**config.mk**
```make
export PLATFORM = sky130hd
export DESIGN_NAME = usb_host_port_endpoint_cfg
export DESIGN_NICKNAME = d
export VERILOG_FILES = /design/src/logic/usb_host_cfg_pkg.sv /design/src/logic/usb_host_port_endpoint_cfg.sv
export VERILOG_INCLUDE_DIRS = /design/src /design/src/logic
export SDC_FILE = /design/constraint.sdc
export NUM_CORES = 1
export LEC_CHECK = 0
export BUFFER_PORTS_ARGS = -buffer_cell sky130_fd_sc_hd__buf_2
export CAP_MARGIN = 25
export CORE_MARGIN = 5
export CORE_UTILIZATION = 57
export DETAILED_ROUTE_END_ITERATION = 8
export GPL_TIMING_DRIVEN = 0
export PLACE_DENSITY = 0.82
export SYNTH_ARGS = -nofsm -noshare
export SYNTH_HDL_FRONTEND = slang
export SYNTH_SLANG_ARGS = --single-unit
```
**constraint.sdc**
```tcl
create_clock -name clk_sys -period 8.33 [get_ports clk_sys]
set_input_delay 1.666 -clock clk_sys [delete_from_list [all_inputs] [get_ports clk_sys]]
set_output_delay 1.666 -clock clk_sys [all_outputs]
set_load 0.01 [all_outputs]
```
**src/logic/usb_host_cfg_defs.svh**
```systemverilog
/*
 * Constants of the host port and host endpoint configuration block:
 * register indices, bit positions, reset values and timing.
 * Assumes a Wishbone slave with 32-bit data, one register per word.
 */
`ifndef USB_HOST_CFG_DEFS_SVH
`define USB_HOST_CFG_DEFS_SVH

// Register indices; byte address is four times the index
`define HPC_IDX        6'h01
`define HEM_IDX        6'h0D
`define RXB_IDX        6'h18
`define TXB_IDX        6'h1C
`define HAS_IDX        6'h26
`define RXT_IDX        6'h2A
`define TXT_IDX        6'h2E

// Port control fields
`define HPC_PD_DIS     7
`define HPC_DP_LVL     5
`define HPC_DM_LVL     4
`define HPC_SLOW       2
`define HPC_BUS_RST    1
`define HPC_PORT_EN    0
`define HPC_RESET      8'h80

// Endpoint mode fields
`define HEM_TX_EN      6
`define HEM_TX_DBL     4
`define HEM_RX_EN      3
`define HEM_RX_DBL     0

// Auxiliary setup fields
`define HAS_PRE_EN     7
`define HAS_SOF_EN     6

// Toggle fields
`define RXT_TOG        7
`define TXT_TOG        6

// Buffer geometry
`define BASE_BITS      15
`define BUF_HALF       15'h0040
`define BUF_NONE       15'h0000

// Frame timing
`define CLK_PERIOD_NS  10
`define SOF_PERIOD_NS  1000000
`define SOF_CYCLES     (`SOF_PERIOD_NS / `CLK_PERIOD_NS)
`define SOF_CNT_BITS   17

`endif

```
**src/logic/usb_host_cfg_pkg.sv**
```systemverilog
/*
 * Types of the host port configuration block: bus state and the
 * packed state record. Assumes the constants header is on the path.
 */
`include "usb_host_cfg_defs.svh"

package usb_host_cfg_pkg;

    typedef enum logic [1:0] {
        BUS_IDLE = 2'h0,
        BUS_ACK  = 2'h1
    } bus_state_t;

    typedef struct packed {
        bus_state_t                  bus;
        logic                        ack;
        logic [31:0]                 rdat;
        logic                        pd_dis;
        logic                        slow;
        logic                        bus_rst;
        logic                        port_en;
        logic                        tx_en;
        logic                        tx_dbl;
        logic                        rx_en;
        logic                        rx_dbl;
        logic [15:0]                 rx_base;
        logic [15:0]                 tx_base;
        logic                        pre_en;
        logic                        sof_en;
        logic                        tx_tog;
        logic                        rx_tog;
        logic                        dp_s1;
        logic                        dp_s2;
        logic                        dm_s1;
        logic                        dm_s2;
        logic                        dis_s1;
        logic                        dis_s2;
        logic [`SOF_CNT_BITS-1:0]    sof_cnt;
        logic                        sof_pulse;
        logic                        tx_grant;
        logic                        rx_grant;
        logic [`BASE_BITS-1:0]       tx_addr;
        logic [`BASE_BITS-1:0]       rx_addr;
        logic                        pulldown_on;
        logic                        line_oe;
    } cfg_state_t;

endpackage

```
**src/logic/usb_host_port_endpoint_cfg.sv**
```systemverilog
/*
 * Host port and host endpoint configuration for a USB host: port
 * control, line level readback, endpoint enables, buffer addressing,
 * data toggles, preamble and automatic frame start timing.
 * Assumes a classic Wishbone master on clk_sys, a serial engine on the
 * same clock issuing tx/rx requests, and asynchronous line pins.
 */
// The Wishbone register port and the address map were left to the implementer.
// Contract
// Pull-down bit 1 disables line pull-downs, 0 enables them; resets to 1.
// Pull-downs follow the bit regardless of port or GPIO use.
// Bit 5 reads D+ level, bit 4 reads D- level, 1 is high.
// Slow select 1 means low speed 1.5Mbps, 0 full speed 12Mbps.
// Bus reset is driven on the lines while the bus reset bit is 1.
// Port enable works while 1 and clears itself on disconnect.
// SETUP/OUT transmission only while transmit enable is set.
// IN data accepted only while receive enable is set.
// Single transmit mode uses one 64-byte buffer at transmit base.
// Double transmit mode picks 64-byte half by transmit toggle.
// Single receive mode uses one 64-byte buffer at receive base.
// Double receive mode picks 64-byte half by expected receive toggle.
// Receive base uses lower 15 bits; software keeps it 4-byte aligned.
// Transmit base uses lower 15 bits; software keeps it 4-byte aligned.
// Preamble enable 1 sends PRE before low-speed traffic via hub.
// Frame-start enable 1 issues SOF automatically, 0 issues none; code issues SOF only at full speed, port enabled, outside bus reset.
// Transmit toggle 1 sends DATA1, 0 sends DATA0.
// Receive toggle 1 expects DATA1, 0 expects DATA0.
// Automatic SOF at full speed is spaced one millisecond apart.
`timescale 1ns/1ns
`default_nettype none

module usb_host_port_endpoint_cfg
    import usb_host_cfg_pkg::*;
#(
    parameter int unsigned SOF_PERIOD_CYCLES = `SOF_CYCLES
) (
    // Clock and reset
    input  wire logic                  clk_sys,
    input  wire logic                  sys_rst,
    // Wishbone slave
    input  wire logic                  wb_cyc_i,
    input  wire logic                  wb_stb_i,
    input  wire logic                  wb_we_i,
    input  wire logic [7:0]            wb_adr_i,
    input  wire logic [3:0]            wb_sel_i,
    input  wire logic [31:0]           wb_dat_i,
    output var  logic [31:0]           wb_dat_o,
    output var  logic                  wb_ack_o,
    // Line pins
    input  wire logic                  dplus_in,
    output var  logic                  dplus_out,
    output var  logic                  dplus_oe,
    input  wire logic                  dminus_in,
    output var  logic                  dminus_out,
    output var  logic                  dminus_oe,
    output var  logic                  line_pulldown_on,
    input  wire logic                  dev_detached,
    // Port state to the serial engine
    output var  logic                  host_port_enable,
    output var  logic                  slow_rate_select,
    output var  logic                  bus_reset_force,
    output var  logic                  preamble_enable,
    output var  logic                  sof_strobe,
    // Endpoint requests from the serial engine
    input  wire logic                  tx_request,
    input  wire logic                  rx_request,
    output var  logic                  tx_grant,
    output var  logic                  rx_grant,
    // Endpoint buffer addressing and toggles
    output var  logic                  tx_buf_active,
    output var  logic [`BASE_BITS-1:0] tx_buf_addr,
    output var  logic                  rx_buf_active,
    output var  logic [`BASE_BITS-1:0] rx_buf_addr,
    output var  logic                  tx_data_toggle,
    output var  logic                  rx_expected_toggle
);

    localparam logic [`SOF_CNT_BITS-1:0] SOF_LAST =
        `SOF_CNT_BITS'(SOF_PERIOD_CYCLES - 1);

    cfg_state_t st_q;
    cfg_state_t st_d;

    function automatic logic reg_hit(input logic [7:0] adr, input logic [5:0] idx);
        reg_hit = (adr[7:2] == idx) && (adr[1:0] == 2'h0);
    endfunction

    function automatic logic [31:0] read_mux(input logic [7:0] adr, input cfg_state_t s);
        read_mux = 32'h0000_0000;
        if (reg_hit(adr, `HPC_IDX)) begin
            read_mux[`HPC_PD_DIS]  = s.pd_dis;
            read_mux[`HPC_DP_LVL]  = s.dp_s2;
            read_mux[`HPC_DM_LVL]  = s.dm_s2;
            read_mux[`HPC_SLOW]    = s.slow;
            read_mux[`HPC_BUS_RST] = s.bus_rst;
            read_mux[`HPC_PORT_EN] = s.port_en;
        end else if (reg_hit(adr, `HEM_IDX)) begin
            read_mux[`HEM_TX_EN]  = s.tx_en;
            read_mux[`HEM_TX_DBL] = s.tx_dbl;
            read_mux[`HEM_RX_EN]  = s.rx_en;
            read_mux[`HEM_RX_DBL] = s.rx_dbl;
        end else if (reg_hit(adr, `RXB_IDX)) begin
            read_mux[15:0] = s.rx_base;
        end else if (reg_hit(adr, `TXB_IDX)) begin
            read_mux[15:0] = s.tx_base;
        end else if (reg_hit(adr, `HAS_IDX)) begin
            read_mux[`HAS_PRE_EN] = s.pre_en;
            read_mux[`HAS_SOF_EN] = s.sof_en;
        end else if (reg_hit(adr, `RXT_IDX)) begin
            read_mux[`RXT_TOG] = s.rx_tog;
        end else if (reg_hit(adr, `TXT_IDX)) begin
            read_mux[`TXT_TOG] = s.tx_tog;
        end
    endfunction

    always_comb begin
        st_d = st_q;
        // Two-flop synchronisers for pins
        st_d.dp_s1  = dplus_in;
        st_d.dp_s2  = st_q.dp_s1;
        st_d.dm_s1  = dminus_in;
        st_d.dm_s2  = st_q.dm_s1;
        st_d.dis_s1 = dev_detached;
        st_d.dis_s2 = st_q.dis_s1;

        // Bus slave: answer one cycle after the request, write on the ack edge
        st_d.ack = 1'b0;
        case (st_q.bus)
            BUS_IDLE: begin
                if (wb_cyc_i && wb_stb_i) begin
                    st_d.bus  = BUS_ACK;
                    st_d.ack  = 1'b1;
                    st_d.rdat = wb_we_i ? 32'h0000_0000 : read_mux(wb_adr_i, st_q);
                end
            end
            BUS_ACK: begin
                st_d.bus = BUS_IDLE;
                if (wb_cyc_i && wb_stb_i && wb_we_i) begin
                    if (reg_hit(wb_adr_i, `HPC_IDX) && wb_sel_i[0]) begin
                        st_d.pd_dis  = wb_dat_i[`HPC_PD_DIS];
                        st_d.slow    = wb_dat_i[`HPC_SLOW];
                        st_d.bus_rst = wb_dat_i[`HPC_BUS_RST];
                        st_d.port_en = wb_dat_i[`HPC_PORT_EN];
                    end else if (reg_hit(wb_adr_i, `HEM_IDX) && wb_sel_i[0]) begin
                        st_d.tx_en  = wb_dat_i[`HEM_TX_EN];
                        st_d.tx_dbl = wb_dat_i[`HEM_TX_DBL];
                        st_d.rx_en  = wb_dat_i[`HEM_RX_EN];
                        st_d.rx_dbl = wb_dat_i[`HEM_RX_DBL];
                    end else if (reg_hit(wb_adr_i, `RXB_IDX)) begin
                        if (wb_sel_i[0]) begin
                            st_d.rx_base[7:0] = wb_dat_i[7:0];
                        end
                        if (wb_sel_i[1]) begin
                            st_d.rx_base[15:8] = wb_dat_i[15:8];
                        end
                    end else if (reg_hit(wb_adr_i, `TXB_IDX)) begin
                        if (wb_sel_i[0]) begin
                            st_d.tx_base[7:0] = wb_dat_i[7:0];
                        end
                        if (wb_sel_i[1]) begin
                            st_d.tx_base[15:8] = wb_dat_i[15:8];
                        end
                    end else if (reg_hit(wb_adr_i, `HAS_IDX) && wb_sel_i[0]) begin
                        st_d.pre_en = wb_dat_i[`HAS_PRE_EN];
                        st_d.sof_en = wb_dat_i[`HAS_SOF_EN];
                    end else if (reg_hit(wb_adr_i, `RXT_IDX) && wb_sel_i[0]) begin
                        st_d.rx_tog = wb_dat_i[`RXT_TOG];
                    end else if (reg_hit(wb_adr_i, `TXT_IDX) && wb_sel_i[0]) begin
                        st_d.tx_tog = wb_dat_i[`TXT_TOG];
                    end
                end
            end
            default: begin
                st_d.bus = BUS_IDLE;
            end
        endcase

        // Detach clears the port, winning over a same-cycle write
        if (st_q.dis_s2) begin
            st_d.port_en = 1'b0;
        end

        // Pull-downs follow the bit alone, port state ignored
        st_d.pulldown_on = ~st_d.pd_dis;  // see
        // Bus reset drives SE0 on both lines
        st_d.line_oe = st_d.bus_rst;

        // Buffer address: upper half only in double mode with toggle set
        st_d.tx_addr = st_d.tx_base[`BASE_BITS-1:0]
                     + ((st_d.tx_dbl && st_d.tx_tog) ? `BUF_HALF : `BUF_NONE);  // see see
        st_d.rx_addr = st_d.rx_base[`BASE_BITS-1:0]
                     + ((st_d.rx_dbl && st_d.rx_tog) ? `BUF_HALF : `BUF_NONE);  // see see

        // Engine requests pass only with endpoint and port enabled
        st_d.tx_grant = tx_request && st_q.tx_en && st_q.port_en;
        st_d.rx_grant = rx_request && st_q.rx_en && st_q.port_en;

        // Frame start timer, full speed only, idle during bus reset
        st_d.sof_pulse = 1'b0;
        if (st_q.sof_en && st_q.port_en && !st_q.bus_rst && !st_q.slow) begin
            if (st_q.sof_cnt == SOF_LAST) begin
                st_d.sof_cnt   = '0;
                st_d.sof_pulse = 1'b1;
            end else begin
                st_d.sof_cnt = st_q.sof_cnt + `SOF_CNT_BITS'(1);
            end
        end else begin
            st_d.sof_cnt = '0;
        end
    end

    always_ff @(posedge clk_sys) begin
        if (sys_rst) begin
            st_q             <= '0;
            st_q.bus         <= BUS_IDLE;
            st_q.pd_dis      <= 1'(`HPC_RESET >> `HPC_PD_DIS);
            st_q.pulldown_on <= 1'b0;
        end else begin
            st_q <= st_d;
        end
    end

    assign wb_dat_o           = st_q.rdat;
    assign wb_ack_o           = st_q.ack;
    assign dplus_out          = 1'b0;
    assign dminus_out         = 1'b0;
    assign dplus_oe           = st_q.line_oe;
    assign dminus_oe          = st_q.line_oe;
    assign line_pulldown_on   = st_q.pulldown_on;
    assign host_port_enable   = st_q.port_en;
    assign slow_rate_select   = st_q.slow;
    assign bus_reset_force    = st_q.bus_rst;
    assign preamble_enable    = st_q.pre_en;
    assign sof_strobe         = st_q.sof_pulse;
    assign tx_grant           = st_q.tx_grant;
    assign rx_grant           = st_q.rx_grant;
    assign tx_buf_active      = st_q.tx_en;
    assign tx_buf_addr        = st_q.tx_addr;
    assign rx_buf_active      = st_q.rx_en;
    assign rx_buf_addr        = st_q.rx_addr;
    assign tx_data_toggle     = st_q.tx_tog;
    assign rx_expected_toggle = st_q.rx_tog;

    // Write taken at this edge, for the checks below
    logic wr_take;
    assign wr_take = (st_q.bus == BUS_ACK) && wb_cyc_i && wb_stb_i && wb_we_i && wb_sel_i[0];
endmodule // usb_host_port_endpoint_cfg

`default_nettype wire

```
**Word-level counts from Yosys, hierarchy flattened**

Index checks and enable logic that the tools add are counted.

- Register bits: 135
- Input bits: 54
- Word-level logic and storage cells: 131

- Add/subtract/negate cells: 3
- Equal/unequal tests: 8
- Multiplexer cells: 44
- Bitwise gates (word level): 7
- Reduce and logical (&&, ||, !) cells: 37

Operators by type and width:

| operator | number |
|---|---|
| $mux W44 | 2 |
| $mux W16 | 4 |
| $mux W8 | 6 |
| $mux W40 | 1 |
| $mux W36 | 1 |
| $mux W33 | 1 |
| $add A15 B7 Y15 | 2 |
| $logic_and A1 B1 Y1 | 23 |
| $mux W20 | 1 |
| $eq A6 B6 Y1 const B | 3 |
| $add A17 B1 Y17 const B | 1 |
| $eq A17 B17 Y1 const B | 1 |
| $mux W2 | 7 |
| $mux W7 | 2 |
| $reduce_and A7 Y1 | 2 |
| $mux W1 | 13 |
| $eq A6 B5 Y1 const B | 2 |
| $mux W4 | 3 |
| $mux W9 | 1 |
| $not A1 Y1 | 7 |
| $eq A6 B1 Y1 const B | 1 |
| $eq A6 B4 Y1 const B | 1 |
| $mux W6 | 1 |
| $reduce_and A6 Y1 | 1 |
| other kinds (8) | 12 |

**Longest topological paths before layout**

- Depth after elaboration: 15
- Gate-level depth with buffers: 13
- Depth with buffers taken out: 12

**Least setup slack after synthesis**

No wires, ideal clock.

- Kind: input-to-reg
- Start point: in wb_adr_i[5]
- End point: reg st_q (netlist bit rx_buf_addr[14])
- Library setup time: 131 ps
- Arrival time: 4119 ps
- Path slack: 4080 ps
- Stages: 13
- Path buffers: 2
- Cells stage by stage: buf_2 nor4b_4 clkbuf_1 nand3_1 mux2i_1 nor2_1 ha_1 ha_1 and3_1 nand3_1 mux2_2 nor4_1 nor3_1

- Cells in the longest elaborated chain, start to end: 14

Ends and longest elaborated chain:

| element | RTL line | source |
|---|---|---|
| start, declared | usb_host_port_endpoint_cfg.sv:44 | `input wire logic [7:0] wb_adr_i,` |
| $eq A6 B6 Y1 | usb_host_port_endpoint_cfg.sv:85 | `reg_hit = (adr[7:2] == idx) && (adr[1:0] == 2'h0);` |
| $logic_and A1 B1 Y1 | usb_host_port_endpoint_cfg.sv:85 |  |
| $logic_and A1 B1 Y1 | usb_host_port_endpoint_cfg.sv:166 | `` end else if (reg_hit(wb_adr_i, `RXT_IDX) && wb_sel_i[0]) begin `` |
| $mux W1 | usb_host_port_endpoint_cfg.sv:166 |  |
| $mux W2 | usb_host_port_endpoint_cfg.sv:163 | `` end else if (reg_hit(wb_adr_i, `HAS_IDX) && wb_sel_i[0]) begin `` |
| $mux W4 | usb_host_port_endpoint_cfg.sv:156 | `` end else if (reg_hit(wb_adr_i, `TXB_IDX)) begin `` |
| $mux W20 | usb_host_port_endpoint_cfg.sv:149 | `` end else if (reg_hit(wb_adr_i, `RXB_IDX)) begin `` |
| $mux W36 | usb_host_port_endpoint_cfg.sv:144 | `` end else if (reg_hit(wb_adr_i, `HEM_IDX) && wb_sel_i[0]) begin `` |
| $mux W40 (*) | usb_host_port_endpoint_cfg.sv:139 | `` if (reg_hit(wb_adr_i, `HPC_IDX) && wb_sel_i[0]) begin `` |
| $mux W44 (*) | usb_host_port_endpoint_cfg.sv:138 | `if (wb_cyc_i && wb_stb_i && wb_we_i) begin` |
| $mux W44 (*) | usb_host_port_endpoint_cfg.sv:128 | `case (st_q.bus)` |
| $logic_and A1 B1 Y1 | usb_host_port_endpoint_cfg.sv:192 | `` + ((st_d.rx_dbl && st_d.rx_tog) ? `BUF_HALF : `BUF_NONE); `` |
| $mux W7 (no source line) | -- |  |
| $add A15 B7 Y15 (*) | usb_host_port_endpoint_cfg.sv:191 | `` st_d.rx_addr = st_d.rx_base[`BASE_BITS-1:0] `` |
| end signal, assigned | usb_host_port_endpoint_cfg.sv:219 | `st_q <= st_d;` |
| end, declared | usb_host_port_endpoint_cfg.sv:81 | `cfg_state_t st_q;` |

Mark *: on every way between the ends. The rest lies on a longest branch, timed or not. The select of a mux whose other input is x is not followed.
A chain may end at the register's enable or synchronous reset.

**Final worst setup path**

- Start point: in wb_adr_i[1]
- End point: reg st_q (netlist bit rx_buf_addr[14])

- Cells in the longest elaborated chain, start to end: 14

Ends and longest elaborated chain:

| element | RTL line |
|---|---|
| $logic_not A2 Y1 (*) | usb_host_port_endpoint_cfg.sv:85 |
| $logic_and A1 B1 Y1 | usb_host_port_endpoint_cfg.sv:85 |
| $logic_and A1 B1 Y1 | usb_host_port_endpoint_cfg.sv:166 |
| $mux W1 | usb_host_port_endpoint_cfg.sv:166 |
| $mux W2 | usb_host_port_endpoint_cfg.sv:163 |
| $mux W4 | usb_host_port_endpoint_cfg.sv:156 |
| $mux W20 | usb_host_port_endpoint_cfg.sv:149 |
| $mux W36 | usb_host_port_endpoint_cfg.sv:144 |
| $mux W40 (*) | usb_host_port_endpoint_cfg.sv:139 |
| $mux W44 (*) | usb_host_port_endpoint_cfg.sv:138 |
| $mux W44 (*) | usb_host_port_endpoint_cfg.sv:128 |
| $logic_and A1 B1 Y1 | usb_host_port_endpoint_cfg.sv:192 |
| $mux W7 (no source line) | -- |
| $add A15 B7 Y15 (*) | usb_host_port_endpoint_cfg.sv:191 |

Marks and branches as above.

==> impl_metrics.env <==
export IMPL_fin_setup_tns_ns=0
export IMPL_fmax_mhz=224
export IMPL_cts_htree_levels=3
export IMPL_diodes=0
export IMPL_cts_root_buf="clkbuf_8"
export IMPL_nNetsFinal=734
export IMPL_route_vias_total=4258
export IMPL_ant_nets=0
export IMPL_slew_headroom_pct=54.2
export IMPL_yosysSeqAreaShare_pct=41.6
export IMPL_antenna_found_initial=0
export IMPL_wl_per_cell_um=15.8
export IMPL_numCtsBuffers=9
export IMPL_ys_top_cells_by_area="dfxtp_1 (42%), buf_4 (9.6%), mux2i_1 (9.5%)"
export IMPL_fp_coreArea_um2=8760
export IMPL_track_usage_pct=22.5
export IMPL_fin_total_pwr_w=0.000906
export IMPL_clkTransAtPathRegs_ns=0.11
export IMPL_top_level_ports=133
export IMPL_use_met3_pct=5.18
export IMPL_insertion_delay_ns=0.38
export IMPL_setup_viol=0
export IMPL_start_kind="primary input"
export IMPL_synth_top_area_cell="dfxtp_1"
export IMPL_synthesis_yosys_warnings=0
export IMPL_grt_use_met1_pct=28.9
export IMPL_synthAdderAreaFrac_pct=1.21
export IMPL_syn_cell_area_um2=5150
export IMPL_grt_pass1_vias=4105
export IMPL_rsz0062_at_grt="no"
export IMPL_synth_cell_types=53
export IMPL_cts_setup_buffers=0
export IMPL_synthCells=552
export IMPL_grt_overflow=0
export IMPL_rows=34
export IMPL_seqCellArea_um2=2140
export IMPL_outcome="complete, no violations"
export IMPL_routed_via_density=5.40
export IMPL_clock_skew_ns=0.0111
export IMPL_wirelength_um=12400
export IMPL_cts_tree="built"
export IMPL_synthMuxAreaShare_pct=12.3
export IMPL_die_h_um=105
export IMPL_grt_max_degree=21
export IMPL_portBuffers=94
export IMPL_remaining_drc_errors=0
export IMPL_multi_input_area_um2=2450
export IMPL_cp_data_arrival_time_ns=4.78
export IMPL_grt_busiest_layer="met2"
export IMPL_synth_ff_type="dfxtp_1"
export IMPL_syn_area_per_cell_um2=9.33
export IMPL_powerDensity_nw_per_um2=150
export IMPL_min_period_ns=4.47
export IMPL_yosys_area_top_type_share_pct=41.6
export IMPL_crit_fanout=10
export IMPL_clockBufferDepth=2
export IMPL_met2_usage_pct=36.4
export IMPL_die_area_um2=11000
export IMPL_drive_gt1_share_pct=30.3
export IMPL_start_util_pct=58.8
export IMPL_dr_pass1_iters=5
export IMPL_synthArstFlopShare_pct=0
export IMPL_finalHoldViolCount=0
export IMPL_hpwl_um=9440
export IMPL_ys_ff_latch=107
export IMPL_maxSlewViolCount=0
export IMPL_nFillCells=688
export IMPL_crit_path_end_kind="register"
export IMPL_synth_top_family_by_area="simple AND/OR/NAND/NOR gates"
export IMPL_cts_hold_buf=0
export IMPL_cts_resized=0
export IMPL_required_ns=8.63
export IMPL_leakagePower_nw=3.01
export IMPL_place_congestion=0.885
export IMPL_hp_class="reg -> reg"
export IMPL_area_delta_synth_final_pct=17.2
export IMPL_first_iter_violations=286
export IMPL_grt_pass1_wl_um=20400
export IMPL_peakVddDrop_mv=0.104
export IMPL_fp_dieW_um=105
export IMPL_synth_edff_count=0
export IMPL_cts_sinks=107
export IMPL_period_share_pct=53.7
export IMPL_cap_violations=0
export IMPL_path_class="in -> reg"
export IMPL_yosys_area_share_simple_pct=21.8
export IMPL_synth_compound_gate_area_share_pct=7.14
export IMPL_synth_xor_area_share_pct=3.74
export IMPL_max_slew_worst_pin_slew_ns=0.688
-- layout by cell type, fill, tap and decap left out, types with 3 or more instances in the layout --
| cell type | count |
|---|---|
| dfxtp_1 | 107 |
| buf_2 | 97 |
| nor2_1 | 84 |
| buf_4 | 66 |
| mux2i_1 | 49 |
| nand2_1 | 30 |
| nor2b_1 | 18 |
| clkbuf_1 | 18 |
| conb_1 | 18 |
| xnor2_1 | 14 |
| nor3_1 | 14 |
| nand3_1 | 11 |
| a22o_1 | 11 |
| mux2_2 | 9 |
| a22oi_1 | 9 |
| clkbuf_8 | 9 |
| xor2_1 | 8 |
| inv_1 | 8 |
| and3_1 | 8 |
| nand4_1 | 7 |
| a21oi_1 | 6 |
| nand2b_1 | 5 |
| nor4_1 | 5 |
| and4_1 | 5 |
| ha_1 | 5 |
| and2_1 | 4 |
| or2_2 | 4 |
| o31a_1 | 3 |
| nand4_2 | 3 |
| o22a_1 | 3 |
| a222oi_1 | 3 |
| inv_6 | 3 |
-- critical path, cell delays in order --
cell	delay [ns]
buf_2	0.14
nor4b_4	0.55
clkbuf_1	0.46
nand3_1	0.17
mux2i_1	0.18
nor2_1	0.11
ha_1	0.21
ha_1	0.27
and3_1	0.24
nand3_1	0.08
mux2_2	0.30
o31a_1	0.24
nor3_1	0.17
-- synthesized netlist by cell type (all sizes together) (11+ instances only) --
library cell / number
mux2i: 51
dfxtp: 107
a22o: 11
clkbuf: 18
nor3: 14
nor2: 84
nand3: 11
xnor2: 14
nand2: 30
buf: 72
nand4: 11
nor2b: 18
-- stage by stage --
| step | hold slack [ns] | utilization [%] | instances | setup slack (ns) | area (µm²) |
|---|---|---|---|---|---|
| final | 0.393 | 68.9 | 788 | 3.86 | 6040 |
| after global routing | 0.405 | 68.9 | 788 | 3.59 | 6040 |
| after CTS | 0.395 | 68.8 | 787 | 3.58 | 6030 |
| after detailed placement | 0.380 | 66.4 | 771 | 3.20 | 5820 |
| after global placement | 0.379 | 66.4 | 771 | 3.26 | 5820 |
| after floorplan | 0.373 | - | 569 | 4.08 | 5220 |
-- flip-flops by register name, indices dropped and copies added (netlist names) --
register            cells
rx_grant                1
dminus_oe               1
tx_buf_addr             9
tx_grant                1
rx_buf_active           1
tx_data_toggle          1
tx_buf_active           1
wb_ack_o                1
sof_strobe              1
rx_buf_addr             9
st_d                    3
host_port_enable        1
st_q                   57
rx_expected_toggle      1
slow_rate_select        1
wb_dat_o               16
preamble_enable         1
line_pulldown_on        1
-- power breakdown --
part | total, W | switching (W) | internal (W)
Clock | 0.000342 | 0.000195 | 0.000147
Combinational | 0.0000510 | 0.0000320 | 0.0000191
Sequential | 0.000514 | 0.000000540 | 0.000513
-- final cells by class --
type	instances	share of cell area (%)
buffer	90	9.88
clock buffer	9	2.05
clock inverter	7	1.45
inverter	8	0.497
multi-input combinational	364	40.5
sequential	107	35.5
tap	108	2.24
timing repair buffer	95	7.87
-- final timing paths --
check	depth (start not counted)	slack, ns	start	end
worst min-delay path	1	0.39	st_q[52]	host_port_enable
worst max register to register	13	5.15	st_q[135]	rx_buf_addr[14]
worst min register to register	1	0.39	st_q[52]	host_port_enable
worst max-delay path	13	3.86	wb_adr_i[1]	rx_buf_addr[14]
-- routing by layer --
layer / up-vias / part of all wire (%) / wire, µm
li1: 2069 / - / -
met1: 1991 / 42 / 5240
met2: 171 / 47 / 5850
met3: 27 / 8.2 / 1020
met4: 0 / 2.7 / 330
met5: - / 0 / 0
-- cell families (layout without fill, tap and decap cells) --
kind of cell	after synthesis	in the layout
xor+xnor	22	22
compound gates	47	47
fa+ha+maj	5	5
simple gates	211	211
mux	61	61
buf+inv	98	209
other cells	1	18
flops	107	107
Power figures use the tool's default switching activity.
